**config.mk**
```make
export PLATFORM = sky130hd
export DESIGN_NAME = iox_expander
export DESIGN_NICKNAME = d
export VERILOG_FILES = /design/src/iox_pkg.sv /design/src/iox_expander.sv
export SDC_FILE = /design/constraint.sdc
export NUM_CORES = 1
export LEC_CHECK = 0
export ABC_AREA = 1
export BUFFER_PORTS_ARGS = -buffer_cell sky130_fd_sc_hd__buf_2
export CAP_MARGIN = 20
export CORE_UTILIZATION = 35
export CTS_CLUSTER_DIAMETER = 60
export DETAILED_ROUTE_END_ITERATION = 6
export GPL_TIMING_DRIVEN = 0
export PLACE_DENSITY_LB_ADDON = 0.15
export SYNTH_ARGS = -nofsm -noshare
export SYNTH_HDL_FRONTEND = slang
export SYNTH_SLANG_ARGS = --single-unit
```
**constraint.sdc**
```tcl
create_clock -name clock -period 1.9 [get_ports clock]
set_input_delay 0.095 -clock clock [delete_from_list [all_inputs] [get_ports clock]]
set_output_delay 0.095 -clock clock [all_outputs]
set_load 0.02 [all_outputs]
```
**src/iox_pkg.sv**
```systemverilog
// Constants, register map and state layout for the eight-bit I/O expander.
// Assumes an AXI4-Lite master with 32-bit data and the pin pads outside the block.
package iox_pkg;

  ////////////////////////////////////////////////////////////////////////////////
  // Widths
  localparam int PORT_W  = 8;
  localparam int ADDR_W  = 8;
  localparam int DATA_W  = 32;
  localparam int ASEL_W  = 3;

  ////////////////////////////////////////////////////////////////////////////////
  // Register byte offsets
  localparam logic [ADDR_W-1:0] OFS_INPUT      = 8'h00;
  localparam logic [ADDR_W-1:0] OFS_OUTPUT     = 8'h04;
  localparam logic [ADDR_W-1:0] OFS_POLARITY   = 8'h08;
  localparam logic [ADDR_W-1:0] OFS_CONFIG     = 8'h0c;
  localparam logic [ADDR_W-1:0] OFS_IRQ_STATUS = 8'h10;
  localparam logic [ADDR_W-1:0] OFS_IRQ_MASK   = 8'h14;
  localparam logic [ADDR_W-1:0] OFS_BUS_ADDR   = 8'h18;

  ////////////////////////////////////////////////////////////////////////////////
  // Reset values
  localparam logic [PORT_W-1:0] CONFIG_RESET   = 8'hff;
  localparam logic [PORT_W-1:0] OUTPUT_RESET   = 8'hff;
  localparam logic [PORT_W-1:0] POLARITY_RESET = 8'h00;
  localparam logic [PORT_W-1:0] MASK_RESET     = 8'h00;
  localparam logic [PORT_W-1:0] PIN_OE_N_RESET = 8'hff;

  // Edges needed before the synchronised pins are valid after reset
  localparam logic [1:0] PRIME_LAST = 2'h3;

  // Fixed upper bits of the seven-bit target address; value is arbitrary
  localparam logic [3:0] TARGET_ADDR_UPPER = 4'h2;

  ////////////////////////////////////////////////////////////////////////////////
  // Bus responses
  localparam logic [1:0] RESP_OKAY   = 2'h0;
  localparam logic [1:0] RESP_SLVERR = 2'h2;

  ////////////////////////////////////////////////////////////////////////////////
  // Whole module state
  typedef struct packed {
    logic [PORT_W-1:0] in_meta;
    logic [PORT_W-1:0] in_sync;
    logic [ASEL_W-1:0] asel_meta;
    logic [ASEL_W-1:0] asel_sync;
    logic [1:0]        prime_cnt;
    logic [PORT_W-1:0] input_snap;
    logic [PORT_W-1:0] output_reg;
    logic [PORT_W-1:0] polarity;
    logic [PORT_W-1:0] config_dir;
    logic [PORT_W-1:0] irq_status;
    logic [PORT_W-1:0] irq_mask;
    logic              aw_got;
    logic              w_got;
    logic [ADDR_W-1:0] aw_addr;
    logic [PORT_W-1:0] w_data;
    logic              w_strb0;
    logic              awready;
    logic              wready;
    logic              bvalid;
    logic [1:0]        bresp;
    logic              arready;
    logic              rvalid;
    logic [1:0]        rresp;
    logic [DATA_W-1:0] rdata;
    logic [PORT_W-1:0] pin_out;
    logic [PORT_W-1:0] pin_oe_n;
    logic              change_int_oe_n;
    logic              irq;
  } iox_state_type;

endpackage : iox_pkg

```
**src/iox_expander.sv**
```systemverilog
// Eight-bit I/O expander core with AXI4-Lite registers and a change interrupt.
// Assumes pads resolve pin levels from the active-low output enables.
// Pin and address select inputs are asynchronous and pass two flip-flops first.
// The register map is this block's own; software reaches it over AXI4-Lite.
//
// The placing of the registers and the AXI4-Lite interface to the registers are this design's own decisions.
`timescale 1ns/100ps

// Functional notes
// After reset every port pin is an input and nothing is driven.
// Per-pin direction bits written by software steer each pin's driver.
// Input register holds sampled pin values; output register holds output values.
// A set polarity bit inverts that pin's level in the input register.
// All writable registers read back their last written value; irq_status instead reads sticky change bits, cleared by writing ones.
// Power-on reset loads defaults and idles the bus logic.
// Holding reset low repeats the same initialisation without power loss.
// Change interrupt asserts while any input differs from its input register bit.
// Bus address is formed partly from three address select inputs.
// Pin zero output is open-drain; pins one to seven are push-pull.
// Outputs keep their last written value until rewritten or reset.
// The bus target keeps working at serial rates up to fast mode.
// Interrupt releases once every input again matches its register bit.
// Low three address bits come from the select inputs, upper bits fixed.
module iox_expander
  import iox_pkg::*;
(
  input  wire logic              clock,
  input  wire logic              rst_n,
  input  wire logic [ADDR_W-1:0] s_axi_awaddr,
  input  wire logic              s_axi_awvalid,
  output logic                   s_axi_awready,
  input  wire logic [DATA_W-1:0] s_axi_wdata,
  input  wire logic [3:0]        s_axi_wstrb,
  input  wire logic              s_axi_wvalid,
  output logic                   s_axi_wready,
  output logic [1:0]             s_axi_bresp,
  output logic                   s_axi_bvalid,
  input  wire logic              s_axi_bready,
  input  wire logic [ADDR_W-1:0] s_axi_araddr,
  input  wire logic              s_axi_arvalid,
  output logic                   s_axi_arready,
  output logic [DATA_W-1:0]      s_axi_rdata,
  output logic [1:0]             s_axi_rresp,
  output logic                   s_axi_rvalid,
  input  wire logic              s_axi_rready,
  input  wire logic [PORT_W-1:0] port_in,
  output logic [PORT_W-1:0]      port_out,
  output logic [PORT_W-1:0]      port_oe_n,
  output logic                   change_int_oe_n,
  input  wire logic              addr_select_bit0,
  input  wire logic              addr_select_bit1,
  input  wire logic              addr_select_bit2,
  output logic                   irq
);

  ////////////////////////////////////////////////////////////////////////////////
  // State
  // Anything not named resets to zero, so both bus channels start idle
  localparam iox_state_type RESET_STATE = '{
    config_dir:      CONFIG_RESET,
    output_reg:      OUTPUT_RESET,
    polarity:        POLARITY_RESET,
    irq_mask:        MASK_RESET,
    pin_oe_n:        PIN_OE_N_RESET,
    pin_out:         {OUTPUT_RESET[PORT_W-1:1], 1'b0},
    change_int_oe_n: 1'b1,
    default:         '0
  };

  iox_state_type state;
  iox_state_type next_state;

  ////////////////////////////////////////////////////////////////////////////////
  // Next state
  always_comb
  begin
    logic [PORT_W-1:0] live;
    logic [PORT_W-1:0] mismatch;
    logic [PORT_W-1:0] rd8;
    logic              rd_ok;
    logic              wr_ok;
    logic              do_write;
    logic              ar_fire;
    live       = '0;
    mismatch   = '0;
    rd8        = '0;
    rd_ok      = 1'b0;
    wr_ok      = 1'b0;
    do_write   = 1'b0;
    ar_fire    = 1'b0;
    next_state = state;

    ////////////////////////////////////////////////////////////////////////////////
    // Pin and address select synchronisers
    next_state.in_meta   = port_in;
    next_state.in_sync   = state.in_meta;
    next_state.asel_meta[0] = addr_select_bit0;
    next_state.asel_meta[1] = addr_select_bit1;
    next_state.asel_meta[2] = addr_select_bit2;
    next_state.asel_sync = state.asel_meta;

    // Per-pin view as software sees it, and the change compare
    for (int i = 0; i < PORT_W; i++)
    begin
      live[i] = state.in_sync[i] ^ state.polarity[i];
      if (state.config_dir[i] && (state.prime_cnt == PRIME_LAST))
      begin
        mismatch[i] = live[i] ^ state.input_snap[i];
      end
      else
      begin
        mismatch[i] = 1'b0;
      end
    end

    ////////////////////////////////////////////////////////////////////////////////
    // Snapshot reloaded until the synchroniser holds real pin levels;
    // a snapshot of the reset zeros would raise a false change interrupt
    if (state.prime_cnt != PRIME_LAST)
    begin
      next_state.prime_cnt  = state.prime_cnt + 2'h1;
      next_state.input_snap = live;
    end

    ////////////////////////////////////////////////////////////////////////////////
    // Write address and data, taken in either order
    if (s_axi_awvalid && state.awready)
    begin
      next_state.aw_got  = 1'b1;
      next_state.aw_addr = s_axi_awaddr;
    end
    if (s_axi_wvalid && state.wready)
    begin
      next_state.w_got   = 1'b1;
      next_state.w_data  = s_axi_wdata[PORT_W-1:0];
      next_state.w_strb0 = s_axi_wstrb[0];
    end

    // One write at a time: the next is not taken until its response is accepted
    do_write = state.aw_got && state.w_got && !state.bvalid;
    if (do_write)
    begin
      wr_ok = 1'b1;
      unique case (state.aw_addr)
        OFS_OUTPUT:
        begin
          if (state.w_strb0)
          begin
            next_state.output_reg = state.w_data;
          end
        end
        OFS_POLARITY:
        begin
          if (state.w_strb0)
          begin
            next_state.polarity = state.w_data;
          end
        end
        OFS_CONFIG:
        begin
          if (state.w_strb0)
          begin
            next_state.config_dir = state.w_data;
          end
        end
        OFS_IRQ_STATUS:
        begin
          if (state.w_strb0)
          begin
            next_state.irq_status = state.irq_status & ~state.w_data;
          end
        end
        OFS_IRQ_MASK:
        begin
          if (state.w_strb0)
          begin
            next_state.irq_mask = state.w_data;
          end
        end
        // Read-only registers ignore writes but still answer without error
        OFS_INPUT:
        begin
          wr_ok = 1'b1;
        end
        OFS_BUS_ADDR:
        begin
          wr_ok = 1'b1;
        end
        // Unmapped offsets answer with an error and change nothing
        default:
        begin
          wr_ok = 1'b0;
        end
      endcase
      next_state.aw_got = 1'b0;
      next_state.w_got  = 1'b0;
      next_state.bvalid = 1'b1;
      next_state.bresp  = wr_ok ? RESP_OKAY : RESP_SLVERR;
    end
    else if (state.bvalid && s_axi_bready)
    begin
      next_state.bvalid = 1'b0;
    end
    next_state.awready = !next_state.aw_got && !next_state.bvalid;
    next_state.wready  = !next_state.w_got && !next_state.bvalid;

    ////////////////////////////////////////////////////////////////////////////////
    // Read channel; arready stays low while an answer stands
    ar_fire = s_axi_arvalid && state.arready;
    if (ar_fire)
    begin
      rd_ok = 1'b1;
      unique case (s_axi_araddr)
        OFS_INPUT:
        begin
          rd8                   = live;
          next_state.input_snap = live;
        end
        OFS_OUTPUT:
        begin
          rd8 = state.output_reg;
        end
        OFS_POLARITY:
        begin
          rd8 = state.polarity;
        end
        OFS_CONFIG:
        begin
          rd8 = state.config_dir;
        end
        OFS_IRQ_STATUS:
        begin
          rd8 = state.irq_status;
        end
        OFS_IRQ_MASK:
        begin
          rd8 = state.irq_mask;
        end
        OFS_BUS_ADDR:
        begin
          rd8 = {1'b0, TARGET_ADDR_UPPER, state.asel_sync};
        end
        // Unmapped reads answer zero with an error
        default:
        begin
          rd8   = '0;
          rd_ok = 1'b0;
        end
      endcase
      next_state.rvalid  = 1'b1;
      next_state.rdata   = {{(DATA_W-PORT_W){1'b0}}, rd8};
      next_state.rresp   = rd_ok ? RESP_OKAY : RESP_SLVERR;
      next_state.arready = 1'b0;
    end
    else if (state.rvalid && s_axi_rready)
    begin
      next_state.rvalid  = 1'b0;
      next_state.arready = 1'b1;
    end
    else if (!state.rvalid)
    begin
      next_state.arready = 1'b1;
    end

    ////////////////////////////////////////////////////////////////////////////////
    // Sticky change status; a change in the clearing cycle is not lost
    for (int i = 0; i < PORT_W; i++)
    begin
      if (mismatch[i])
      begin
        next_state.irq_status[i] = 1'b1;
      end
    end
    next_state.irq = |(next_state.irq_status & next_state.irq_mask);

    ////////////////////////////////////////////////////////////////////////////////
    // Pin drivers: pin zero only ever pulls low, the others drive both levels
    for (int i = 0; i < PORT_W; i++)
    begin
      if (i == 0)
      begin
        next_state.pin_out[i]  = 1'b0;
        next_state.pin_oe_n[i] = state.config_dir[i] | state.output_reg[i];
      end
      else
      begin
        next_state.pin_out[i]  = state.output_reg[i];
        next_state.pin_oe_n[i] = state.config_dir[i];
      end
    end

    ////////////////////////////////////////////////////////////////////////////////
    // Open-drain change interrupt
    next_state.change_int_oe_n = ~|mismatch;
  end

  ////////////////////////////////////////////////////////////////////////////////
  // Registers; the core clock far outruns fast-mode serial rates
  always_ff @(posedge clock or negedge rst_n)
  begin
    if (!rst_n)
    begin
      // Reset loads constants only; both bus channels return to idle
      state <= RESET_STATE;
    end
    else
    begin
      state <= next_state;
    end
  end

  ////////////////////////////////////////////////////////////////////////////////
  // Outputs
  // Write channel
  assign s_axi_awready   = state.awready;
  assign s_axi_wready    = state.wready;
  assign s_axi_bresp     = state.bresp;
  assign s_axi_bvalid    = state.bvalid;

  // Read channel
  assign s_axi_arready   = state.arready;
  assign s_axi_rdata     = state.rdata;
  assign s_axi_rresp     = state.rresp;
  assign s_axi_rvalid    = state.rvalid;

  // Port pins
  assign port_out        = state.pin_out;
  assign port_oe_n       = state.pin_oe_n;

  // Interrupts
  assign change_int_oe_n = state.change_int_oe_n;
  assign irq             = state.irq;

endmodule : iox_expander

```
==> impl_metrics.env <==
export IMPL_numCtsBuffers=17
export IMPL_synth_top_area_frac=0.395
export IMPL_critPathLaunchType="register"
export IMPL_gp_congestion=0.839
export IMPL_via_per_inst=4.43
export IMPL_cts_root_buf="clkbuf_16"
export IMPL_worstRegToRegCells=10
export IMPL_max_freq_ghz=0.591
export IMPL_dominantRegCellSynth="dfrtp_1"
export IMPL_path_buf_inv=2
export IMPL_yosysWarnings=0
export IMPL_layout_nets=865
export IMPL_cts_tree="built"
export IMPL_critPathRequiredTime_ns=2.20
export IMPL_synth_most_common_cell="nand2_1"
export IMPL_worstSetupEndpointType="register"
export IMPL_multi_input_area_sq_mm=0.00209
export IMPL_async_flop_share=1.00
export IMPL_synth_ff_latch_count=123
export IMPL_min_path_cells=3
export IMPL_routedWlPerCell_um=13.7
export IMPL_yosysTopAreaCell="dfrtp_1"
export IMPL_cp_slowest_cell="dfrtp_1"
export IMPL_path_clk_slew_ns=0.06
export IMPL_leakage_nw=3.82
export IMPL_synthesis_area_sq_mm=0.00576
export IMPL_area_growth_pct=30.2
export IMPL_fp_row_count=46
export IMPL_die_y_um=130
export IMPL_ys_types=37
export IMPL_core_sq_mm=0.0160
export IMPL_critical_path_depth=10
export IMPL_grt_max_degree=88
export IMPL_vias=4527
export IMPL_initial_core_util=0.360
export IMPL_max_cap_violations=0
export IMPL_setup_tns_ns=0
export IMPL_dp_slack_ns=0.164
export IMPL_drt_wl_total_um=14000
export IMPL_clock_sinks=123
export IMPL_drive_gt1_frac=0.297
export IMPL_fin_crit_sh=0.891
export IMPL_antenna_left=0
export IMPL_synth_edf_count=0
export IMPL_setup_viol=0
export IMPL_area_sequential_sq_mm=0.00312
export IMPL_drtIter0Drc=291
export IMPL_antenna_found_initial=0
export IMPL_status="finished, final reports clean"
export IMPL_clk_latency_ns=0.43
export IMPL_grt_usage=0.182
export IMPL_chipWidth_um=130
export IMPL_path_common_cell="nand2_1"
export IMPL_io_buffer_count=74
export IMPL_syn_inst=640
export IMPL_worstPathMaxFanout=10
export IMPL_path_class="reg2reg"
export IMPL_peakVddDrop_uv=672
export IMPL_synth_area_leaders="dfrtp_1 40%, dfstp_2 15%, nand2_1 13%, buf_4 6.9%, nand3_1 5.1%"
export IMPL_fillCellCount=1587
export IMPL_fin_worst_skew_ns=0.0172
export IMPL_max_stage_delay_ns=0.40
export IMPL_num_io_pins=129
export IMPL_finalWorstSetupSlack_ns=0.208
export IMPL_p_per_area_mw_per_mm2=1180
export IMPL_syn_area_per_cell_sq_um=9.00
export IMPL_drtPass1Iterations=4
export IMPL_arrival_ns=2.00
export IMPL_netlist_top_cells_count="200 x nand2_1, 91 x dfrtp_1, 59 x nand3_1"
export IMPL_maxSlewViolCount=0
export IMPL_worstPathCellList="ha_1, buf_2, nand2_1, inv_1, nand3_1, nand2_1, nand2_1, nand2_1, nor2_1, nand2_1"
export IMPL_grt_pass1_vias=4413
export IMPL_layout_min_cycle_time_ns=1.69
export IMPL_rsz0062_at_grt="no"
export IMPL_hpwlAfterDp_um=10700
export IMPL_grt_first_pass_wirelength_um=22700
export IMPL_ys_seq_area_frac=0.542
export IMPL_cp_top_family="simple AND/OR/NAND/NOR gates"
export IMPL_hold_class="in2reg"
export IMPL_clk_path_buf_depth=2
export IMPL_grt_remaining_overflow=0
export IMPL_htree_levels=4
export IMPL_hold_viol_final=0
export IMPL_die_area_sq_mm=0.0170
export IMPL_n_antenna_cell=0
export IMPL_remaining_drc_errors=0
[worst register-to-register path, cell delays in order (launching register included)]
cell	delay, ns
dfrtp_1	0.40
ha_1	0.23
buf_2	0.21
nand2_1	0.10
inv_1	0.04
nand3_1	0.13
nand2_1	0.09
nand2_1	0.08
nand2_1	0.05
nor2_1	0.15
nand2_1	0.09
[final timing paths]
kind / startpoint / to / slack (ns)
worst max-delay path: state[126] / irq / 0.21
worst min register to register: next_state[135] / state[135] / 0.35
max in group asynchronous: rst_n / change_int_oe_n / 1.01
worst min-delay path: s_axi_araddr[3] / s_axi_rresp[1] / 0.06
min in group asynchronous: rst_n / state[139] / 0.16
worst max register to register: state[126] / irq / 0.21
[report_power, final]
group	internal (W)	switching [W]	leakage [nW]
sequential	0.00320	0.000403	1.47
clock	0.00224	0.00120	0.296
combinational	0.000648	0.00116	2.06
[area by class of cell]
| class | count | area share |
|---|---|---|
| Sequential cell | 123 | 0.416 |
| Multi-Input combinational cell | 432 | 0.279 |
| Timing Repair Buffer | 109 | 0.0983 |
| Buffer | 66 | 0.0637 |
| Clock buffer | 19 | 0.0591 |
| Tap cell | 216 | 0.0360 |
| Clock inverter | 13 | 0.0254 |
| Inverter | 45 | 0.0225 |
[routing by layer]
layer | GRT usage | vias to the layer above | wire (um)
met3 | 0.0447 | 10 | 595
met2 | 0.299 | 92 | 6950
met5 | 0 | - | 0
met1 | 0.232 | 2164 | 6380
met4 | 0.0684 | 0 | 120
li1 | - | 2261 | -
[state kept, by name, summed over array words and instances, names as in the netlist]
register and count:
state 66, s_axi_rvalid 1, s_axi_arready 1, irq 1, s_axi_awready 1, s_axi_bresp 1
s_axi_rresp 1, s_axi_wready 1, port_out 7, change_int_oe_n 1, port_oe_n 8, s_axi_rdata 8
s_axi_bvalid 1, next_state 25
[cells by family after synthesis]
| kind of cell | synth area share |
|---|---|
| muxes | 0.00196 |
| xor gates and xnor gates | 0.0137 |
| adders and majority gates | 0.00217 |
| DFF | 0.542 |
| other | 0.000651 |
| and+or+nand+nor | 0.269 |
| AOI/OAI and AO/OA | 0.0591 |
| buffers and inverters | 0.112 |
[cells in the final DEF, fill, tap and decap left out, drive strengths merged, types with 5 or more instances in the layout]
master       synthesis  layout
buf                 63     141
dfstp               32      32
nor2                52      52
dfrtp               91      91
nand2              203     203
nand3b               6       6
clkbuf               3      22
or2                  5       5
nand3               61      61
o21ai               52      52
nor3                 5       5
dlygate4sd3          0      31
conb                 1      27
xnor2                5       5
inv                 44      46
[timing repair]
action,CTS,global route
setup endpoints to repair,0,3
resized for setup,0,1
buffers inserted,0,3
hold buffers,31,0
hold endpoints to repair,68,0
[metrics by stage]
step | hold slack, ns | util | instance area (sq um) | power (W) | std cells
detailed placement | 0.0237 | 0.408 | 6530 | 0.00540 | 957
finish | 0.0571 | 0.469 | 7500 | 0.00885 | 1023
floorplan | -0.201 | - | 5860 | 0.00478 | 666
global route | 0.0969 | 0.469 | 7500 | 0.00932 | 1023
global placement | 0.204 | 0.406 | 6500 | 0.00534 | 956
CTS | 0.0655 | 0.467 | 7470 | 0.00892 | 1020
Power figures use the tool's default switching activity.
